==> config.mk <==
export PLATFORM = sky130hd
export DESIGN_NAME = gscr_regs
export DESIGN_NICKNAME = d
export VERILOG_FILES = /design/src/verilog/gscr_pkg.sv /design/src/verilog/gscr_regs.sv
export SDC_FILE = /design/constraint.sdc
export NUM_CORES = 1
export LEC_CHECK = 0
export ABC_AREA = 1
export BUFFER_PORTS_ARGS = -buffer_cell sky130_fd_sc_hd__buf_2
export CAP_MARGIN = 25
export CORE_UTILIZATION = 40
export DETAILED_ROUTE_END_ITERATION = 8
export PLACE_DENSITY_LB_ADDON = 0.15
export SYNTH_ARGS = -nofsm -noshare
export SYNTH_HDL_FRONTEND = slang
export SYNTH_SLANG_ARGS = --single-unit
==> constraint.sdc <==
create_clock -name pclk -period 2.6 [get_ports pclk]
set_input_delay 0.39 -clock pclk [delete_from_list [all_inputs] [get_ports pclk]]
set_output_delay 0.39 -clock pclk [all_outputs]
set_load 0.02 [all_outputs]
==> src/verilog/gscr_pkg.sv <==
// Package for the gauge status and command register block.
// Assumes a 32-bit APB slave with word-aligned registers at index * 4.
package gscr_pkg;

  // ---------------------------------------------------------------
  // Register indices; the byte address is four times the index
  // ---------------------------------------------------------------
  localparam logic [14:0] IDX_GAUGE_CTRL  = 15'h7FE2;
  localparam logic [14:0] IDX_PREV_ITER   = 15'h7FE3;
  localparam logic [14:0] IDX_STANDBY     = 15'h7FF0;
  localparam logic [14:0] IDX_PROTECT     = 15'h7FF1;
  localparam logic [14:0] IDX_RESTORE     = 15'h7FF2;
  localparam logic [14:0] IDX_RESTART     = 15'h7FF3;
  localparam logic [14:0] IDX_ACC_TOGGLE  = 15'h7FF4;
  localparam logic [14:0] IDX_ACC_CLEAR   = 15'h7FF5;
  localparam logic [14:0] IDX_ACC_STATUS  = 15'h7FF8;
  localparam logic [14:0] IDX_INT_STATUS  = 15'h7FF9;
  localparam logic [14:0] IDX_INT_MASK    = 15'h7FFA;

  // ---------------------------------------------------------------
  // Field positions of the gauge control word
  // ---------------------------------------------------------------
  localparam int POS_ENABLE  = 0;
  localparam int POS_RUNNING = 1;
  localparam int POS_DONE    = 2;
  localparam int POS_READING = 3;
  localparam int POS_FIRST   = 4;

  // ---------------------------------------------------------------
  // Interrupt status bit positions
  // ---------------------------------------------------------------
  localparam int INT_DONE    = 0;
  localparam int INT_REFUSED = 1;
  localparam int INT_FIRST   = 2;
  localparam int INT_W       = 3;

  // ---------------------------------------------------------------
  // Values
  // ---------------------------------------------------------------
  localparam logic [31:0] CMD_GO          = 32'h0000_0001;
  localparam logic [31:0] RST_PREV_ITER   = 32'h0000_0000;
  localparam logic [INT_W-1:0] RST_INT    = 3'h0;

  function automatic logic is_go(input logic [31:0] d);
    return d == CMD_GO;
  endfunction

endpackage

==> src/verilog/gscr_regs.sv <==
// Gauge status flags, previous iteration count and self-clearing commands.
// Assumes APB master on pclk and controller-side event inputs on pclk too.
`timescale 1ns/1ps
`default_nettype none

module gscr_regs
  import gscr_pkg::*;
#(
  parameter int ADDR_W = 17
) (
  input  wire logic              pclk,
  input  wire logic              presetn,
  input  wire logic              psel,
  input  wire logic              penable,
  input  wire logic              pwrite,
  input  wire logic [ADDR_W-1:0] paddr,
  input  wire logic [31:0]       pwdata,
  output var  logic [31:0]       prdata,
  output var  logic              pready,
  output var  logic              pslverr,
  input  wire logic              execute_request,
  input  wire logic              iteration_results_read,
  input  wire logic              output_fetch_active,
  input  wire logic              gauge_input_written,
  input  wire logic              gauge_output_read,
  input  wire logic [31:0]       gauge_iteration_counter,
  output var  logic              execute_accepted,
  output var  logic              virtual_gauge_enable,
  output var  logic              standby_pulse,
  output var  logic              safe_mode_pulse,
  output var  logic              restore_defaults_pulse,
  output var  logic              system_restart_pulse,
  output var  logic              accum_running,
  output var  logic              accum_clear_pulse,
  output var  logic              irq
);

  // ---------------------------------------------------------------
  // State
  // ---------------------------------------------------------------
  typedef struct packed {
    logic             en;
    logic             running;
    logic             done;
    logic             reading;
    logic             first;
    logic [31:0]      prev_iter;
    logic             exec_ack;
    logic             standby;
    logic             protect;
    logic             restore;
    logic             restart;
    logic             acc_run;
    logic             acc_clear;
    logic [INT_W-1:0] int_stat;
    logic [INT_W-1:0] int_mask;
    logic [31:0]      rdata;
    logic             ready;
    logic             err;
    logic             irq;
  } gscr_state_s;

  gscr_state_s cur;
  gscr_state_s next_cur;

  logic [14:0] idx;
  logic        aligned;
  logic        access;
  logic        commit;
  logic        wr;

  assign idx     = paddr[16:2];
  assign aligned = (paddr[1:0] == 2'h0);
  assign access  = psel && penable;
  // Register effects happen only at the edge where pready is seen high
  assign commit  = access && cur.ready;
  assign wr      = commit && pwrite && !cur.err;

  function automatic logic mapped(input logic [14:0] i);
    return i == IDX_GAUGE_CTRL || i == IDX_PREV_ITER || i == IDX_STANDBY ||
           i == IDX_PROTECT || i == IDX_RESTORE || i == IDX_RESTART ||
           i == IDX_ACC_TOGGLE || i == IDX_ACC_CLEAR || i == IDX_ACC_STATUS ||
           i == IDX_INT_STATUS || i == IDX_INT_MASK;
  endfunction

  function automatic logic cmd_hit(input logic [14:0] reg_idx);
    return wr && idx == reg_idx && is_go(pwdata);
  endfunction

  // ---------------------------------------------------------------
  // Next state
  // ---------------------------------------------------------------
  always_comb begin
    logic [INT_W-1:0] ev;
    logic             refused;
    logic             enabling;
    logic             finish;
    ev       = '0;
    refused  = 1'b0;
    enabling = 1'b0;
    finish   = 1'b0;
    next_cur = cur;

    // Bus answer: one wait state, then a one-cycle pready
    next_cur.ready = access && !cur.ready;
    // Error flop rises only together with ready, so pslverr can come straight from it
    next_cur.err   = 1'b0;
    if (access && !cur.ready) begin
      next_cur.err   = !(aligned && mapped(idx));
      next_cur.rdata = '0;
      if (!pwrite && aligned) begin
        unique case (idx)
          IDX_GAUGE_CTRL: begin
            next_cur.rdata[POS_ENABLE]  = cur.en;
            next_cur.rdata[POS_RUNNING] = cur.running;
            next_cur.rdata[POS_DONE]    = cur.done;
            next_cur.rdata[POS_READING] = cur.reading;
            next_cur.rdata[POS_FIRST]   = cur.first;
          end
          IDX_PREV_ITER:  next_cur.rdata = cur.prev_iter;
          IDX_ACC_STATUS: next_cur.rdata[0] = cur.acc_run;
          IDX_INT_STATUS: next_cur.rdata[INT_W-1:0] = cur.int_stat;
          IDX_INT_MASK:   next_cur.rdata[INT_W-1:0] = cur.int_mask;
          // Command registers read back zero
          default:        next_cur.rdata = '0;
        endcase
      end
    end

    // Self-clearing commands: a write of anything but one is dropped
    next_cur.standby   = cmd_hit(IDX_STANDBY);
    next_cur.protect   = cmd_hit(IDX_PROTECT);
    next_cur.restore   = cmd_hit(IDX_RESTORE);
    next_cur.restart   = cmd_hit(IDX_RESTART);
    next_cur.acc_clear = cmd_hit(IDX_ACC_CLEAR);
    if (cmd_hit(IDX_ACC_TOGGLE)) begin
      next_cur.acc_run = !cur.acc_run;
    end

    // Gauge enable
    if (wr && idx == IDX_GAUGE_CTRL) begin
      next_cur.en = is_go(pwdata);
      enabling    = is_go(pwdata) && !cur.en;
    end

    // Iteration handshake
    next_cur.exec_ack = 1'b0;
    if (cur.en) begin
      if (execute_request) begin
        if (cur.done || cur.running) begin
          refused = 1'b1;
        end else begin
          next_cur.running  = 1'b1;
          next_cur.exec_ack = 1'b1;
        end
      end
      if (cur.running && iteration_results_read) begin
        finish             = 1'b1;
        next_cur.running   = 1'b0;
        next_cur.prev_iter = gauge_iteration_counter;
      end
      // A finish in the same cycle as a host output read still leaves done set
      if (gauge_output_read) begin
        next_cur.done = 1'b0;
      end
      if (finish) begin
        next_cur.done = 1'b1;
      end
      next_cur.reading = output_fetch_active;
      if (gauge_input_written) begin
        next_cur.first = 1'b0;
      end
    end
    if (enabling) begin
      next_cur.first = 1'b1;
    end
    // Disabled gauge shows no handshake state
    if (!next_cur.en) begin
      next_cur.running = 1'b0;
      next_cur.done    = 1'b0;
      next_cur.reading = 1'b0;
      next_cur.first   = 1'b0;
    end

    // Interrupts: set wins over a write-one clear
    ev[INT_DONE]    = finish;
    ev[INT_REFUSED] = refused;
    ev[INT_FIRST]   = enabling;
    if (wr && idx == IDX_INT_STATUS) begin
      next_cur.int_stat = cur.int_stat & ~pwdata[INT_W-1:0];
    end
    next_cur.int_stat = next_cur.int_stat | ev;
    if (wr && idx == IDX_INT_MASK) begin
      next_cur.int_mask = pwdata[INT_W-1:0];
    end
    next_cur.irq = |(next_cur.int_stat & next_cur.int_mask);
  end

  // ---------------------------------------------------------------
  // Registers
  // ---------------------------------------------------------------
  always_ff @(posedge pclk or negedge presetn) begin
    if (!presetn) begin
      cur           <= '0;
      cur.prev_iter <= RST_PREV_ITER;
      cur.int_stat  <= RST_INT;
      cur.int_mask  <= RST_INT;
    end else begin
      cur <= next_cur;
    end
  end

  // ---------------------------------------------------------------
  // Outputs
  // ---------------------------------------------------------------
  assign prdata                 = cur.rdata;
  assign pready                 = cur.ready;
  assign pslverr                = cur.err;
  assign execute_accepted       = cur.exec_ack;
  assign virtual_gauge_enable   = cur.en;
  assign standby_pulse          = cur.standby;
  assign safe_mode_pulse        = cur.protect;
  assign restore_defaults_pulse = cur.restore;
  assign system_restart_pulse   = cur.restart;
  assign accum_running          = cur.acc_run;
  assign accum_clear_pulse      = cur.acc_clear;
  assign irq                    = cur.irq;

endmodule // gscr_regs

`default_nettype wire

==> results_dict.tcl <==
set metrics [dict create \
    outcome "complete, no violations" \
    ys_seq_area_share_pct 52.6 \
    max-slew-margin-rel_pct 63.4 \
    grt_usage_pct 17.2 \
    clockBufferDepth 2 \
    gp_congestion 0.770 \
    worstMarginPinSlew_ns 0.549 \
    critPathMaxFanout 38 \
    portBuffers 133 \
    rows 36 \
    areaGrowthSynthToFinish_pct 18.4 \
    drtAntennaViolNets 0 \
    ys_types 33 \
    synth_async_sr_flop_share_pct 100 \
    synth.area.top_cells "dfrtp_1 53%, nand2_1 7.4%, buf_4 6.1%" \
    wire_per_inst_um 12.9 \
    cts.sinks 85 \
    drtPass1Iterations 4 \
    remaining_drc_errors 0 \
    path_cells "nand3_4 > mux2_1" \
    final-max-slew-violation-count 0 \
    critical_path.top_delay_family "flip-flops" \
    synth_flop_cell "dfrtp_1" \
    min_path_type "primary input to async pin" \
    grt_first_pass_wirelength_mm 13.8 \
    dieArea_mm2 0.0105 \
    core_area_mm2 0.00977 \
    timing.hold.ws_ns 0.0359 \
    gr-total-overflow 0 \
    die_w_um 103 \
    setup_tns_ns 0 \
    setup_viol 0 \
    slowest_stage "dfrtp_1" \
    diodes 0 \
    grt_max_degree 45 \
    netlist_area_mm2 0.00404 \
    postSynthCellCount 415 \
    cts_buffers 9 \
    antenna_found_initial 0 \
    cp-start-kind "flop" \
    hold_viol 0 \
    synth_edf_count 0 \
    ys_ff_latch 85 \
    vias_per_cell 4.68 \
    ys_top_cells_by_count "85 x dfrtp_1, 80 x nand2_1, 52 x nor2_1, 33 x buf_4, 27 x inv_1" \
    r2r-end "cur[70]$_DFFE_PN0P_" \
    drt-initial-drc-count 75 \
    root_buffer "clkbuf_8" \
    timing.fmax_mhz 618 \
    ctsHoldBuffers 0 \
    path_buf_inv 0 \
    grt_pass1_vias 2949 \
    cts_tree "done" \
    period_minus_slack_ns 1.62 \
    ys_warn_count 0 \
    clk_pin_slew_ns 0.09 \
    vias 3079 \
    synth_fp_nets 506 \
    peakVddDrop_mv 0.217 \
    r2r_start "virtual_gauge_enable$_DFF_PN0_" \
    die_h_um 103 \
    nets 612 \
    clkLatencyLatePin_ns 0.34 \
    fin_worst_skew_ns 0.00915 \
    slowest_delay_ns 0.53 \
    rr_worst_depth 2 \
    postCtsSetupRepairBufs 0 \
    r2r_slack_ns 0.98 \
    netlist.area_leader.share_pct 52.6 \
    drive_gt1_share_pct 38.3 \
    avgSynthCellArea_um2 9.74 \
    cellLeakagePower_nw 2.61 \
    routed_wl_mm 8.50 \
    cp.arrival_ns 1.85 \
    cp.required_ns 2.83 \
    cts_resized 0 \
    yosysMostFrequentCell "dfrtp_1" \
    grt_setup_unrepaired "false" \
    start_util_pct 41.3 \
    powerDensity_mw_per_mm2 481 \
    dpl.hpwl_mm 6.31 \
    yosysTopAreaCell "dfrtp_1" \
    endpoint_kind "flop" \
    max-cap-violations 0 \
    finalCritPeriodShare_pct 62.3 \
    h-tree-depth 3 \
    critPathKind "flop to flop" \
    io_pins 134 \
]
[registers in the layout (all words and copies together), names as in the netlist]
signal	count
prdata	32
pready	1
pslverr	1
restore_defaults_pulse	1
accum_running	1
system_restart_pulse	1
standby_pulse	1
cur	42
irq	1
execute_accepted	1
safe_mode_pulse	1
accum_clear_pulse	1
virtual_gauge_enable	1
[how the worst max path moves through the flow]
stage	start	end	slack, ns	cells past startpoint
after CTS	virtual_gauge_enable$_DFF_PN0_	cur[58]$_DFFE_PN0P_	0.92	4
after detailed placement	paddr[11]	prdata[1]$_DFFE_PN0P_	0.86	10
final	virtual_gauge_enable$_DFF_PN0_	cur[70]$_DFFE_PN0P_	0.98	2
after floorplan	virtual_gauge_enable$_DFF_PN0_	cur[67]$_DFFE_PN0P_	1.17	4
after global routing	virtual_gauge_enable$_DFF_PN0_	cur[58]$_DFFE_PN0P_	0.75	3
after global placement	paddr[11]	prdata[1]$_DFFE_PN0P_	0.91	10
[layer usage]
metal | wire length (um) | vias up | track usage (%) | part of all wire [%]
met5 | 0 | - | 0 | 0
met1 | 4030 | 1448 | 23.2 | 47
met4 | 73 | 0 | 5.93 | 0.86
met3 | 373 | 7 | 3.46 | 4.4
met2 | 4020 | 80 | 27.7 | 47
li1 | - | 1544 | - | -
[layout make-up]
type | count | area, um^2
clock inverters | 6 | 48.8
well taps | 133 | 166
multi-input cells | 254 | 1480
inverters | 31 | 116
repair buffers | 140 | 721
clock buffers | 9 | 124
flip-flops and latches | 85 | 2130
fillers | 971 | 4990
[report_power, final]
| part | switching [W] | internal [W] | total, W |
|---|---|---|---|
| sequential | 0.000000930 | 0.00132 | 0.00132 |
| combinational | 0.0000874 | 0.0000657 | 0.000153 |
| clock | 0.000474 | 0.000352 | 0.000826 |
[worst register-to-register path, cell delays in order (launching register included)]
cell and delay [ns]:
dfrtp_1 0.53, nand3_4 0.48, mux2_1 0.50
[logic make-up after synthesis]
logic type,count (synthesis),synth area share [%]
xor gates and xnor gates,1,0.217
AOI/OAI and AO/OA,47,8.48
muxes,22,6.13
buffers and inverters,76,10.7
DFF,85,52.6
and+or+nand+nor,184,21.9
[layout by cell type, fill, tap and decap left out, types with 2 or more instances in the layout]
| cell type | instances |
|---|---|
| nand2_2 | 6 |
| nand2_1 | 80 |
| nor2_1 | 52 |
| a32o_1 | 19 |
| nand4_1 | 5 |
| nand3_2 | 4 |
| inv_2 | 4 |
| o211ai_1 | 2 |
| nor3_1 | 3 |
| o21ai_0 | 10 |
| clkinvlp_4 | 2 |
| buf_4 | 8 |
| or2_2 | 2 |
| mux2_1 | 7 |
| buf_2 | 132 |
| mux2_2 | 15 |
| nand3_1 | 18 |
| clkbuf_8 | 9 |
| nor2_2 | 3 |
| nor2_4 | 6 |
| inv_1 | 27 |
| a21oi_1 | 13 |
| dfrtp_1 | 85 |
[metrics by stage]
stage | area, um^2 | power (W) | setup WS, ns | util (%) | cells
2_1_floorplan | 4040 | 0.00139 | 1.17 | - | 415
3_3_place_gp | 4610 | 0.00150 | 0.911 | 47.2 | 643
3_5_place_dp | 4610 | 0.00151 | 0.858 | 47.2 | 643
4_1_cts | 4790 | 0.00234 | 0.925 | 49.0 | 658
5_1_grt | 4790 | 0.00241 | 0.748 | 49.0 | 658
6_report | 4790 | 0.00230 | 0.981 | 49.0 | 658
Note: power is estimated with default switching activity, not from simulation.
